## src/hdl/gsw_pkg.sv

```systemverilog
// Package of constants and carrier types for the gateway status word block
package gsw_pkg;
   localparam logic [9:0] STATUS_BYTE_HI = 10'h000;
   localparam logic [9:0] STATUS_BYTE_LO = 10'h001;
   localparam int BIT_HS_SEND = 15;
   localparam int BIT_HS_CONFIRM = 14;
   localparam int BIT_CONSISTENT = 13;
   localparam logic [4:0] CODE_00 = 5'h00;
   localparam logic [4:0] CODE_01 = 5'h01;
   localparam logic [4:0] CODE_02 = 5'h02;
   localparam logic [4:0] CODE_03 = 5'h03;
   localparam logic [4:0] CODE_04 = 5'h04;
   localparam logic [4:0] CODE_NO_ERROR = 5'h1F;
   localparam logic [4:0] CODE_RESET = 5'h1F;
   localparam logic [7:0] DATA_RESET = 8'h00;

   typedef enum logic [1:0] {MODE_MASTER, MODE_ALT_MASTER, MODE_GENERIC} gsw_mode_e;
   typedef enum {ST_OFFLINE, ST_ONLINE_WAIT, ST_EXCHANGING} gsw_state_e;

   // Event inputs, one-cycle strobes from the sub-network engine
   typedef struct packed
   {
      logic retrans_inc;
      logic node_missing;
      logic nodes_missing;
      logic overrun;
      logic other_error;
      logic invalid_inc;
      logic frame_error;
      logic timeout_inc;
      logic cause_cleared;
      logic [7:0] address;
      logic [7:0] count;
   } gsw_event_s;

   typedef struct packed
   {
      logic [4:0] code;
      logic [7:0] data;
      logic is_error;
   } gsw_report_s;
endpackage

```

## src/hdl/gateway_status_word.sv

```systemverilog
// Gateway status word: exchange state, consistency flag, status code and byte view
`timescale 1ns/100ps
module gateway_status_word
(
   // Clock and reset
   input wire logic ref_clk,
   input wire logic rst,
   input wire logic clk_en,
   // Configuration
   input wire logic status_enable,
   input wire gsw_pkg::gsw_mode_e mode,
   // Fieldbus link state, from a pin
   input wire logic fieldbus_online,
   // Handshake bits from the handshake engine
   input wire logic status_handshake_send,
   input wire logic status_handshake_confirm,
   // Sub-network progress and events
   input wire logic all_transactions_done,
   input wire gsw_pkg::gsw_event_s ev,
   // Input data area byte read port
   input wire logic [9:0] rd_addr,
   output logic [7:0] rd_data,
   output logic rd_hit,
   // Status word and exchange state
   output logic [15:0] status_word,
   output logic exchange_active,
   output logic offline
);
   // ----------------------------------------
   // Link input synchroniser
   // ----------------------------------------
   logic online_meta_r, online_sync_r;
   logic online_meta_nxt, online_sync_nxt;

   always_comb
   begin
      online_meta_nxt = fieldbus_online;
      online_sync_nxt = online_meta_r;
   end

   always_ff @(posedge ref_clk or posedge rst)
   begin
      if (rst)
      begin
         online_meta_r <= 1'b0;
         online_sync_r <= 1'b0;
      end
      else if (clk_en)
      begin
         online_meta_r <= online_meta_nxt;
         online_sync_r <= online_sync_nxt;
      end
   end

   // ----------------------------------------
   // Exchange state machine
   // ----------------------------------------
   gsw_pkg::gsw_state_e state_r, state_nxt;
   logic consistent_r, consistent_nxt;
   logic master_mode;

   assign master_mode = (mode != gsw_pkg::MODE_GENERIC);

   always_comb
   begin
      state_nxt = state_r;
      unique case (state_r)
         gsw_pkg::ST_OFFLINE:
            if (online_sync_r)
               state_nxt = gsw_pkg::ST_ONLINE_WAIT;
         gsw_pkg::ST_ONLINE_WAIT:
            if (!online_sync_r)
               state_nxt = gsw_pkg::ST_OFFLINE;
            else if (consistent_r || !master_mode)
               state_nxt = gsw_pkg::ST_EXCHANGING;
         gsw_pkg::ST_EXCHANGING:
            if (!online_sync_r)
               state_nxt = gsw_pkg::ST_OFFLINE;
      endcase
   end

   // ----------------------------------------
   // Data-consistent flag
   // ----------------------------------------
   // Cleared by the offline state and held clear in generic mode, so the control system sees it
   // drop before it raises its own flag; never cleared while online in a master mode.
   always_comb
   begin
      consistent_nxt = consistent_r;
      if (state_r == gsw_pkg::ST_OFFLINE)
         consistent_nxt = 1'b0;
      else if (master_mode && all_transactions_done)
         consistent_nxt = 1'b1;
      if (!master_mode)
         consistent_nxt = 1'b0;
   end

   always_ff @(posedge ref_clk or posedge rst)
   begin
      if (rst)
      begin
         state_r <= gsw_pkg::ST_OFFLINE;
         consistent_r <= 1'b0;
      end
      else if (clk_en)
      begin
         state_r <= state_nxt;
         consistent_r <= consistent_nxt;
      end
   end

   // ----------------------------------------
   // Status code and data byte
   // ----------------------------------------
   gsw_pkg::gsw_report_s report;
   logic report_valid;
   logic [4:0] code_r, code_nxt;
   logic [7:0] data_r, data_nxt;
   logic error_open_r, error_open_nxt;

   gsw_code_select u_select
   (
      .mode(mode),
      .ev(ev),
      .report(report),
      .report_valid(report_valid)
   );

   // A later event overrides a pending clear in the same cycle
   always_comb
   begin
      code_nxt = code_r;
      data_nxt = data_r;
      error_open_nxt = error_open_r;
      if (report_valid)
      begin
         code_nxt = report.code;
         data_nxt = report.data;
         error_open_nxt = report.is_error;
      end
      else if (ev.cause_cleared && error_open_r)
      begin
         code_nxt = gsw_pkg::CODE_NO_ERROR;
         data_nxt = 8'h00;
         error_open_nxt = 1'b0;
      end
   end

   always_ff @(posedge ref_clk or posedge rst)
   begin
      if (rst)
      begin
         code_r <= gsw_pkg::CODE_RESET;
         data_r <= gsw_pkg::DATA_RESET;
         error_open_r <= 1'b0;
      end
      else if (clk_en)
      begin
         code_r <= code_nxt;
         data_r <= data_nxt;
         error_open_r <= error_open_nxt;
      end
   end

   // ----------------------------------------
   // Word assembly and byte read port
   // ----------------------------------------
   logic [15:0] word;
   logic [15:0] word_nxt;
   logic [7:0] rd_data_nxt;
   logic rd_hit_nxt;

   always_comb
   begin
      word = {3'b000, code_r, data_r};
      word[gsw_pkg::BIT_HS_SEND] = status_handshake_send;
      word[gsw_pkg::BIT_HS_CONFIRM] = status_handshake_confirm;
      word[gsw_pkg::BIT_CONSISTENT] = consistent_r;
      word_nxt = status_enable ? word : 16'h0000;
      rd_hit_nxt = 1'b0;
      rd_data_nxt = 8'h00;
      if (status_enable)
      begin
         if (rd_addr == gsw_pkg::STATUS_BYTE_HI)
         begin
            rd_hit_nxt = 1'b1;
            rd_data_nxt = word[15:8];
         end
         else if (rd_addr == gsw_pkg::STATUS_BYTE_LO)
         begin
            rd_hit_nxt = 1'b1;
            rd_data_nxt = word[7:0];
         end
      end
   end

   always_ff @(posedge ref_clk or posedge rst)
   begin
      if (rst)
      begin
         status_word <= 16'h0000;
         rd_data <= 8'h00;
         rd_hit <= 1'b0;
         exchange_active <= 1'b0;
         offline <= 1'b1;
      end
      else if (clk_en)
      begin
         status_word <= word_nxt;
         rd_data <= rd_data_nxt;
         rd_hit <= rd_hit_nxt;
         exchange_active <= (state_nxt == gsw_pkg::ST_EXCHANGING);
         offline <= (state_nxt == gsw_pkg::ST_OFFLINE);
      end
   end
endmodule

```

## src/hdl/gsw_code_select.sv

```systemverilog
// Status code selection from sub-network events
`timescale 1ns/100ps
module gsw_code_select
(
   // Mode and events
   input wire gsw_pkg::gsw_mode_e mode,
   input wire gsw_pkg::gsw_event_s ev,
   // Selected report
   output gsw_pkg::gsw_report_s report,
   output logic report_valid
);
   // Errors take precedence over warnings so an error is never hidden by a warning in the same cycle
   always_comb
   begin
      report = '{code: gsw_pkg::CODE_NO_ERROR, data: 8'h00, is_error: 1'b0};
      report_valid = 1'b1;
      if (mode == gsw_pkg::MODE_GENERIC)
      begin
         if (ev.invalid_inc)
            report = '{code: gsw_pkg::CODE_00, data: ev.count, is_error: 1'b1};
         else if (ev.timeout_inc)
            report = '{code: gsw_pkg::CODE_02, data: ev.count, is_error: 1'b1};
         else if (ev.other_error)
            report = '{code: gsw_pkg::CODE_04, data: 8'h00, is_error: 1'b1};
         else if (ev.frame_error)
            report = '{code: gsw_pkg::CODE_01, data: 8'h00, is_error: 1'b0};
         else if (ev.overrun)
            report = '{code: gsw_pkg::CODE_03, data: 8'h00, is_error: 1'b0};
         else
            report_valid = 1'b0;
      end
      else
      begin
         if (ev.nodes_missing)
            report = '{code: gsw_pkg::CODE_02, data: ev.count, is_error: 1'b1};
         else if (ev.node_missing)
            report = '{code: gsw_pkg::CODE_01, data: ev.address, is_error: 1'b1};
         else if (ev.other_error)
            report = '{code: gsw_pkg::CODE_04, data: ev.address, is_error: 1'b1};
         else if (ev.overrun)
            report = '{code: gsw_pkg::CODE_03, data: ev.address, is_error: 1'b0};
         else if (ev.retrans_inc)
            report = '{code: gsw_pkg::CODE_00, data: ev.count, is_error: 1'b0};
         else
            report_valid = 1'b0;
      end
   end
endmodule

```

## config.mk

```make
export PLATFORM = sky130hd
export DESIGN_NAME = gateway_status_word
export DESIGN_NICKNAME = d
export VERILOG_FILES = /design/src/hdl/gsw_pkg.sv /design/src/hdl/gateway_status_word.sv /design/src/hdl/gsw_code_select.sv
export SDC_FILE = /design/constraint.sdc
export NUM_CORES = 1
export LEC_CHECK = 0
export ABC_AREA = 1
export BUFFER_PORTS_ARGS = -buffer_cell sky130_fd_sc_hd__buf_4
export CAP_MARGIN = 20
export CORE_AREA = 10 10 91 93
export DETAILED_ROUTE_END_ITERATION = 8
export DIE_AREA = 0 0 101 103
export PLACE_DENSITY = 0.82
export SYNTH_ARGS = -nofsm -noshare
export SYNTH_HDL_FRONTEND = slang
export SYNTH_SLANG_ARGS = --single-unit
```

## constraint.sdc

```tcl
create_clock -name ref_clk -period 3.6 [get_ports ref_clk]
set_input_delay 1.08 -clock ref_clk [delete_from_list [all_inputs] [get_ports ref_clk]]
set_output_delay 1.08 -clock ref_clk [all_outputs]
set_load 0.02 [all_outputs]
```

==> impl_results.md, run 1 <==
- Status: finished, final reports clean
- Ys async rst share: 100%
- Initial antenna violation count: 0
- Pins Over Slew Limit: 0
- Reg2Reg Depth: 8
- Largest net degree at the start of global routing: 42
- Port bufs: 71
- Post-DR wirelength/cell: 15.1 um
- Commonest non-fill, non-tap cells in the layout: 103 x nand2_1, 75 x buf_4, 69 x dfrtp_1
- HPWL after DPL: 6460 um
- Critical path peak fanout: 19
- Lkg Pwr: 2.22 nW
- Max_cap viols: 0
- Area added between synthesis and finish: 22.5%
- Clk_lat worst skew: 0.34 ns
- Final Critical Period: 2.14 ns
- Tcrit/Tclk final: 59.4%
- Drt first pass iters: 6
- Worst Hold Depth: 2
- Yosys Warn Count: 0
- RSZ-0062 raised after global routing: false
- Clk_skew: 0.00768 ns
- Post-synth EDFFs: 0
- Tightest Pin Transition: 0.590 ns
- Worst R2R Setup Slack: 1.72 ns
- Remaining global-route overflow: 0
- Post-CTS Hold Buffers: 0
- Crit start category: input pin
- Syn Area/Cell: 8.39 um2
- Ys flop type: dfrtp_1
- Vias in the first global route: 3,081
- Root Buffer: clkbuf_8
- Crit end category: register
- R2R Path End: offline$_DFFE_PP1P_
- Cell count after synthesis: 408
- Clock buffer count from CTS: 9
- Initial Utilization: 52.1%
- Clock transition at path regs: 0.08 ns
- Initial DRC Count: 139
- Core box area: 0.00657 mm2
- # H-tree levels: 3
- Post-placement cell count: 548
- GR Util met1: 20.6%
- Slew HR: 60.7%
- Hold Startpoint: data_r[2]$_DFFE_PP0P_
- Row count: 30
- Routability cong.: 0.874
- Via count: 3,036
- Fraction of layout cells with a size suffix above 1: 22.9%
- Synth unique cells: 36
- Cts repair resizes: 0
- First-pass GRT wire length: 14,200 um
- Drt drc: 0
- Met2 usage: 27.5%
- Worst setup path start: mode[0]
- Hold path endpoint: data_r[2]$_DFFE_PP0P_
- Final setup viols: 0
- Syn Nets: 453
- DIE AREA: 0.0104 mm2
- Setup bufs post-CTS: 0
- CP Class: in2reg
- Antenna Cells: 0
- Finished Layout Cells: 564
- Grt met3 use: 3.49%
- Worst EP required: 3.88 ns
- Fin Setup TNS: 0 ns
- CTS Buffer Depth: 2
- Maximum clock frequency: 467 MHz
- GRT Util Overall: 16.7%
- Max VDD drop: 0.258 mV
- CP arrival: 2.42 ns
- I/O pin cnt: 72
- Width of the die: 101 um
- Hold Fails Final Rpt: 0
- Final #Nets: 524
- Hold Path Class: reg2reg
- Height of the die: 103 um
- Synth Cell Area: 0.00342 mm2
- CTS tree: built
- Most common cell after layout, fill and taps aside: nand2_1
- GR peak layer: met2
- Clk sink count: 74
- Synth Register Bits: 74
- Reg2reg start: online_sync_r$_DFFE_PP0P_
- Pwr dens: 457 mW/mm2
- Drt total wl: 8510 um
- Post-synthesis sequential area ratio: 54.3%
- Vias/cell: 5.38
- ANT nets after route: 0
cells by family (layout without fill, tap and decap cells):
group	after synthesis	after routing	synth area share [%]
compound gates	109	109	19.0
buf+inv	70	146	8.18
flops	74	74	54.3
simple gates	155	155	18.6
flip-flops by register name, indices dropped and copies added, names as in the netlist:
signal and cells:
error_open_r 1, online_meta_r 1, state_r 32, offline 1, code_r 4, consistent_r 1
data_r 8, rd_hit 1, online_sync_r 1, rd_data 8, status_word 15, exchange_active 1
area by class of cell:
cell class,instances,area (um2)
Inverter,55,206
Tap cell,80,100
Clock buffer,10,138
Sequential cell,74,1860
Timing Repair Buffer,75,563
Clock inverter,6,42.5
Fill cell,555,2370
Multi-Input combinational cell,264,1290
worst max-delay path by stage:
stage | slack, ns | end
after CTS | 1.45 | code_r[2]$_DFFE_PP1P_
after detailed placement | 1.10 | code_r[2]$_DFFE_PP1P_
after global placement | 1.19 | error_open_r$_DFFE_PP0P_
after floorplan | 0.65 | consistent_r$_DFFE_PP0P_
after global routing | 1.30 | code_r[2]$_DFFE_PP1P_
final | 1.46 | code_r[2]$_DFFE_PP1P_
metrics by stage:
| stage | utilization [%] | worst slack [ns] | cell area [um2] | hold slack (ns) | total power, mW |
|---|---|---|---|---|---|
| 3_5_place_dp | 61.1 | 1.10 | 4010 | 0.459 | 1.35 |
| 3_3_place_gp | 61.1 | 1.19 | 4010 | 0.457 | 1.33 |
| 6_report | 63.8 | 1.46 | 4190 | 0.479 | 1.92 |
| 2_1_floorplan | - | 0.647 | 3420 | 0.442 | 1.20 |
| 4_1_cts | 63.8 | 1.45 | 4190 | 0.480 | 1.92 |
| 5_1_grt | 63.8 | 1.30 | 4190 | 0.509 | 2.01 |
layer usage:
layer | wire length, um | part of all wire, % | vias up
met5 | 0 | 0 | -
met4 | 240 | 2.8 | 0
met3 | 478 | 5.6 | 24
met2 | 4220 | 50 | 90
met1 | 3570 | 42 | 1444
li1 | - | - | 1478
synth_stat cells (all sizes together), types with 2 or more instances:
cell    count  area (um2)
nand2     107         422
dfrtp      69        1730
inv        54         203
a21oi      53         269
nor2       30         115
o21ai      26         138
nand3      14        70.1
clkbuf      9        33.8
a22oi       8        60.1
buf         6        40.0
dfstp       5         131
o211ai      5        37.5
o41ai       5        43.8
a22o        4        35.0
a41oi       2        17.5
nor3        2        15.0
power by group:
part | switching (mW) | leakage [nW] | internal (mW) | total (mW)
clock | 0.310 | 0.0882 | 0.268 | 0.579
sequential | 0.0435 | 0.976 | 0.900 | 0.944
combinational | 0.245 | 1.16 | 0.149 | 0.394
total | 0.598 | 2.22 | 1.32 | 1.92
worst max-delay path: stages:
cell	delay, ns
buf_4	0.12
inv_1	0.08
nand2_4	0.12
nor2_1	0.16
nand2_1	0.11
nor3_2	0.13
a211o_2	0.16
nand2_4	0.11
inv_2	0.18
nand2_1	0.08
o21ai_1	0.08
No activity file was read; power rests on OpenSTA's default activity.
==> run 2, diff against run 1 <==
ABC_AREA = 0   (was 1)
CORE_AREA = 10 10 89 91   (was 10 10 91 93)
DIE_AREA = 0 0 99 101   (was 0 0 101 103)
PLACE_DENSITY = 0.8   (was 0.82)
clock period = 2.2 ns   (was 3.6 ns; I/O delays follow)
==> impl_results.md, run 2 <==
- Worst R2R Setup Slack: 0.26 ns (was 1.72 ns)
- Row count: 29 (was 30)
- DIE AREA: 0.0100 mm2 (was 0.0104 mm2)
- Most common cell after layout, fill and taps aside: buf_4 (was nand2_1)
- Final #Nets: 394 (was 524)
- Critical-path top delay cell: o311ai_2 (was inv_2)
- Cts repair resizes: 0 (unchanged)
- CP bufs+invs: 1 (was 3)
- Clock transition at path regs: 0.08 ns (about the same)
- Reg2reg start: state_r[13]$_DFFE_PP0P_ (was online_sync_r$_DFFE_PP0P_)
- # H-tree levels: 3 (unchanged)
- Initial antenna violation count: 0 (unchanged)
- Post-placement cell count: 415 (was 548)
- Synth unique cells: 49 (was 36)
- CTS tree: built (unchanged)
- Synth Register Bits: 74 (unchanged)
- Reg with most FFs: state_r (unchanged)
- Share of the synthesized area in the top cell type: 54.7% (was 50.4%)
- Port bufs: 71 (unchanged)
- Drt total wl: 7820 um (was 8510 um)
- Syn Area/Cell: 11.6 um2 (was 8.39 um2)
- First-pass GRT wire length: 12,900 um (was 14,200 um)
- Ys async rst share: 100% (unchanged)
- Ys flop type: dfrtp_1 (unchanged)
- Final setup viols: 0 (unchanged)
- Top flop regs: state_r (32), status_word (15) (unchanged)
- Tcrit/Tclk final: 88.3%
- Hold Path Class: in2async (was reg2reg)
- CTS Buffer Depth: 2 (unchanged)
- Remaining global-route overflow: 0 (unchanged)
- Most frequent cells after synthesis: 69 x dfrtp_1, 31 x and2_1, 19 x inv_1 (was 103 x nand2_1, 69 x dfrtp_1, 52 x a21oi_1)
- Post-synth EDFFs: 0 (unchanged)
- Finished Layout Cells: 431 (was 564)
- Adder-cell share of the synthesized area: 0% (unchanged)
- Root Buffer: clkbuf_8 (unchanged)
- Width of the die: 99 um (was 101 um)
- Tightest Pin Transition: 0.887 ns (was 0.590 ns)
- Leading area contributor after synthesis: dfrtp_1 (unchanged)
- Top-count cell post-synth: dfrtp_1 (was nand2_1)
- Synth Area in XOR/XNOR: 0% (unchanged)
- Clock buffer count from CTS: 9 (unchanged)
- Clk_skew: 0.00751 ns (was 0.00768 ns)
- Final core occ: 64.8% (was 63.8%)
- Slew HR: 40.7% (was 60.7%)
- Family with the most delay on the worst path: simple AND/OR/NAND/NOR gates (unchanged)
- Hold Slack: 0.383 ns (was 0.479 ns)
- Reg2Reg Depth: 5 (was 8)
- Clk sink count: 74 (unchanged)
- Post-synthesis sequential area ratio: 58.9% (was 54.3%)
- R2R Path End: state_r[24]$_DFFE_PP0P_ (was offline$_DFFE_PP1P_)
- Hold Fails Final Rpt: 0 (unchanged)
- CP Class: reg2reg (was in2reg)
- Routability cong.: 0.872 (was 0.874)
- Crit end category: register (unchanged)
- Top post-synthesis cells by area: dfrtp_1 55%, and2_1 6.1%, dfstp_2 4.2% (was dfrtp_1 50%, nand2_1 11%, a21oi_1 7.6%)
- Commonest non-fill, non-tap cells in the layout: 78 x buf_4, 69 x dfrtp_1, 31 x and2_1 (was 103 x nand2_1, 75 x buf_4, 69 x dfrtp_1)
- GRT Util Overall: 15.9% (was 16.7%)
- Via count: 2,407 (was 3,036)
- Lkg Pwr: 1.96 nW (was 2.22 nW)
- Syn Nets: 318 (was 453)
- Initial DRC Count: 109 (was 139)
- Max_cap viols: 0 (unchanged)
- Synth Area in Compound Gates: 19.4% (was 19.0%)
- Critical path peak fanout: 30 (was 19)
- Synth Cell Area: 0.00315 mm2 (was 0.00342 mm2)
- Vias/cell: 5.58 (was 5.38)
- Drt first pass iters: 4 (was 6)
- Simple-gate share of the synthesized area: 14.0% (was 18.6%)
- Yosys Warn Count: 0 (unchanged)
- Pins Over Slew Limit: 0 (unchanged)
- RSZ-0062 raised after global routing: false (unchanged)
- CP cell instances: nor4_1 > nand4_1 > o311ai_2 > buf_12 > and2_1 (was buf_4 > inv_1 > nand2_4 > nor2_1 > nand2_1 > nor3_2 > a211o_2 > nand2_4 > inv_2 > nand2_1 > o21ai_1)
- ANT nets after route: 0 (unchanged)
- Status: finished, final reports clean (unchanged)
- Max reg flops: 32 (unchanged)
- Clk_lat worst skew: 0.34 ns (about the same)
- Pwr dens: 780 mW/mm2 (was 457 mW/mm2)
- Initial Utilization: 50.8% (was 52.1%)
- Crit start category: register (was input pin)
- Setup bufs post-CTS: 0 (unchanged)
- Area added between synthesis and finish: 27.4% (was 22.5%)
- Post-CTS Hold Buffers: 0 (unchanged)
- Max VDD drop: 0.463 mV (was 0.258 mV)
- Maximum clock frequency: 515 MHz
- Fraction of layout cells with a size suffix above 1: 31.1% (was 22.9%)
- Cell count after synthesis: 273 (was 408)
- Proportion of synthesized area in mux cells: 3.41% (was 0%)
- Vias in the first global route: 2,503 (was 3,081)
- Core box area: 0.00620 mm2 (was 0.00657 mm2)
- I/O pin cnt: 72 (unchanged)
- Drt drc: 0 (unchanged)
- Height of the die: 101 um (was 103 um)
- CP arrival: 2.22 ns (was 2.42 ns)
- Largest family of logic cells by synthesized area: compound AO/OA/AOI/OAI gates (unchanged)
- Worst EP required: 2.48 ns (was 3.88 ns)
- Crit-path max cell delay: 0.45 ns (was 0.18 ns)
- HPWL after DPL: 5910 um (was 6460 um)
- Antenna Cells: 0 (unchanged)
- Final Critical Period: 1.94 ns
- Post-DR wirelength/cell: 18.1 um (was 15.1 um)
- Largest net degree at the start of global routing: 31 (was 42)
==> run 2: worst register-to-register path, delay by kind of cell (launching register included) <==
family	cells	cell delay, ns
AOI/OAI and AO/OA	1	0.45
buffers and inverters	1	0.20
DFF	1	0.39
and+or+nand+nor	3	0.85
==> run 2: final cells by class <==
cell class                 instances  area (um2)
clock buffer                      11         151
clock inverter                     5        52.6
fill                             491        2180
inverter                          19        75.1
multi-input combinational        165        1160
sequential                        74        1860
tap                               77        96.3
timing repair buffer              80         626
==> run 2: layer usage <==
metal / up-vias / wire, um / GRT usage [%]
met5: - / 0 / 0
met4: 0 / 68 / 4.74
met3: 5 / 523 / 5.14
met2: 75 / 3640 / 24.3
met1: 1171 / 3580 / 21.1
li1: 1156 / - / -
==> run 2: worst max path at each step <==
stage	startpoint	endpoint	cells after the start
finish	state_r[13]$_DFFE_PP0P_	state_r[24]$_DFFE_PP0P_	5
global route	state_r[13]$_DFFE_PP0P_	state_r[27]$_DFFE_PP0P_	5
CTS	state_r[13]$_DFFE_PP0P_	state_r[18]$_DFFE_PP0P_	5
floorplan	mode[0]	code_r[0]$_DFFE_PP1P_	5
detailed placement	mode[0]	data_r[4]$_DFFE_PP0P_	6
global placement	mode[0]	code_r[1]$_DFFE_PP1P_	5
==> run 2: logic make-up after synthesis <==
family	count (synthesis)
AO/OA/AOI/OAI	80
AND/OR/NAND/NOR	75
flip-flops	74
buffers and inverters	34
multiplexers	10
==> run 2: per-stage QoR <==
step                      area (um2)   TNS, ns  power (mW)  setup slack, ns
final                           4020         0        3.14            0.258
after CTS                       4020         0        3.16            0.247
after global placement          3820         0        2.07           0.0162
after detailed placement        3820  -0.00883        2.09         -0.00883
after floorplan                 3160         0        1.85            0.165
after global routing            4020         0        3.28           0.0878
==> run 2: report_power, final <==
group	total (mW)	internal (mW)	leakage, nW	switching [mW]
registers	1.54	1.46	0.985	0.0840
clock network	1.08	0.580	0.105	0.498
logic	0.517	0.246	0.868	0.270
total	3.14	2.28	1.96	0.852
==> run 3, diff against run 2 <==
BUFFER_PORTS_ARGS = -buffer_cell sky130_fd_sc_hd__clkbuf_2   (was -buffer_cell sky130_fd_sc_hd__buf_4)
==> impl_results.md, run 3 (same netlist as run 2, synthesis figures left out) <==
- Cts repair resizes: 0 (unchanged)
- Setup bufs post-CTS: 0 (unchanged)
- Critical path peak fanout: 30 (unchanged)
- Status: finished, final reports clean (unchanged)
- Initial DRC Count: 152 (was 109)
- Post-DR wirelength/cell: 17.4 um (was 18.1 um)
- Initial antenna violation count: 0 (unchanged)
- Most common cell after layout, fill and taps aside: clkbuf_2 (was buf_4)
- HPWL after DPL: 5620 um (was 5910 um)
- Worst EP required: 2.48 ns (about the same)
- Max VDD drop: 0.521 mV (was 0.463 mV)
- Row count: 29 (unchanged)
- Final #Nets: 394 (unchanged)
- P_int: 2.21 mW (was 2.28 mW)
- Clock buffer count from CTS: 9 (unchanged)
- Sw power: 0.818 mW (was 0.852 mW)
- Top flop regs: state_r (32), status_word (15) (unchanged)
- Remaining global-route overflow: 0 (unchanged)
- GRT Util Overall: 15.5% (was 15.9%)
- Drt drc: 0 (unchanged)
- CP Class: reg2reg (unchanged)
- Width of the die: 99 um (unchanged)
- Fraction of layout cells with a size suffix above 1: 30.2% (was 31.1%)
- Largest net degree at the start of global routing: 75 (was 31)
- Post-CTS Hold Buffers: 0 (unchanged)
- Drt total wl: 7500 um (was 7820 um)
- Setup WS pre-CTS: 0.00180 ns (was -0.00883 ns)
- Height of the die: 101 um (unchanged)
- Lkg Pwr: 1.90 nW (was 1.96 nW)
- CTS Buffer Depth: 2 (unchanged)
- Pins Over Slew Limit: 0 (unchanged)
- Vias in the first global route: 2,525 (was 2,503)
- Fin Setup TNS: 0 ns (unchanged)
- Clk_skew: 0.00931 ns (was 0.00751 ns)
- CTS tree: built (unchanged)
- Maximum clock frequency: 513 MHz (was 515 MHz)
- Clk_lat worst skew: 0.35 ns (was 0.34 ns)
- CP arrival: 2.23 ns (was 2.22 ns)
- ANT nets after route: 0 (unchanged)
- First-pass GRT wire length: 12,500 um (was 12,900 um)
- Core box area: 0.00620 mm2 (unchanged)
- Routability cong.: 0.900 (was 0.872)
- Hold Path Class: in2async (unchanged)
- I/O pin cnt: 72 (unchanged)
- Initial Utilization: 50.8% (unchanged)
- Drt first pass iters: 4 (unchanged)
- Hold Fails Final Rpt: 0 (unchanged)
- Tightest Pin Transition: 0.917 ns (was 0.887 ns)
- Power share of the sequential group: 50.9% (was 49.2%)
- Vias/cell: 5.66 (was 5.58)
- Switch share: 27.0% (was 27.2%)
- Clk sink count: 74 (unchanged)
- Crit start category: register (unchanged)
- Crit end category: register (unchanged)
- Clock transition at path regs: 0.07 ns (was 0.08 ns)
- Final setup viols: 0 (unchanged)
- Tcrit/Tclk final: 88.7% (was 88.3%)
- Pwr dens: 792 mW/mm2 (was 780 mW/mm2)
- Area added between synthesis and finish: 21.3% (was 27.4%)
- Reg with most FFs: state_r (unchanged)
- RSZ-0062 raised after global routing: false (unchanged)
- Root Buffer: clkbuf_8 (unchanged)
- Combinational power share: 15.5% (was 16.5%)
- Via count: 2,438 (was 2,407)
- Setup slack after layout: 0.250 ns (was 0.258 ns)
- Commonest non-fill, non-tap cells in the layout: 71 x clkbuf_2, 69 x dfrtp_1, 31 x and2_1 (was 78 x buf_4, 69 x dfrtp_1, 31 x and2_1)
- Clock group share of total power: 33.6% (was 34.4%)
- Port bufs: 71 (unchanged)
- Antenna Cells: 0 (unchanged)
- Slew HR: 38.6% (was 40.7%)
- Final Critical Period: 1.95 ns (was 1.94 ns)
- Max_cap viols: 0 (unchanged)
- # H-tree levels: 3 (unchanged)
- DIE AREA: 0.0100 mm2 (unchanged)
- Max reg flops: 32 (unchanged)
[run 3: cell types whose count changed in the layout (fill, tap and decap cells not counted)]
cell / delta
clkinv_2: -1
clkinvlp_4: -1
clkbuf_2: +71
clkbuf_8: -1
buf_4: -71
clkbuf_1: +3
[run 3: path summary, 6_finish.rpt]
path	end	cells after the start	from	slack, ns
setup reg to reg	state_r[31]$_DFFE_PP0P_	5	state_r[26]$_DFFE_PP0P_	0.25
hold / removal	rd_hit$_DFFE_PP0P_	3	rst	0.39
setup / recovery	state_r[31]$_DFFE_PP0P_	5	state_r[26]$_DFFE_PP0P_	0.25
min in group ref_clk	online_sync_r$_DFFE_PP0P_	2	online_meta_r$_DFFE_PP0P_	0.48
hold reg to reg	online_sync_r$_DFFE_PP0P_	2	online_meta_r$_DFFE_PP0P_	0.48
max in group asynchronous	offline$_DFFE_PP1P_	3	rst	1.46
[run 3: power groups by stage]
stage	logic, mW	registers, mW	clock network (mW)
2_1_floorplan	0.264	1.59	0
3_3_place_gp	0.463	1.56	0
3_5_place_dp	0.476	1.57	0
4_1_cts	0.477	1.54	1.05
5_1_grt	0.526	1.56	1.10
6_report	0.470	1.54	1.02
[run 3: routing by layer]
layer	up-vias	GRT usage, %	part of all wire [%]
met5	-	0	0
met4	0	6.95	1.5
met3	10	4.80	6.8
met2	73	23.7	46
met1	1204	19.6	45
li1	1151	-	-
[run 3: critical path, stage by stage (launching register included)]
cell	delay (ns)
dfrtp_1	0.39
nor4_1	0.32
nand4_1	0.37
o311ai_2	0.47
buf_12	0.20
and2_1	0.14
[run 3: final cells by class]
cell class | instances | area (um2)
tap | 77 | 96.3
fill | 490 | 2380
sequential | 74 | 1860
timing repair buffer | 80 | 448
inverter | 19 | 75.1
clock inverter | 3 | 40.0
clock buffer | 13 | 149
multi-input combinational | 165 | 1160
[run 3: per-stage QoR]
stage / utilization, % / instances / power [mW] / area (um2) / hold WS, ns
finish: 61.7 / 431 / 3.03 / 3830 / 0.388
global route: 61.7 / 431 / 3.18 / 3830 / 0.423
CTS: 61.7 / 431 / 3.07 / 3830 / 0.407
detailed placement: 58.6 / 415 / 2.04 / 3640 / 0.473
global placement: 58.6 / 415 / 2.03 / 3640 / 0.470
floorplan: - / 273 / 1.85 / 3160 / 0.449
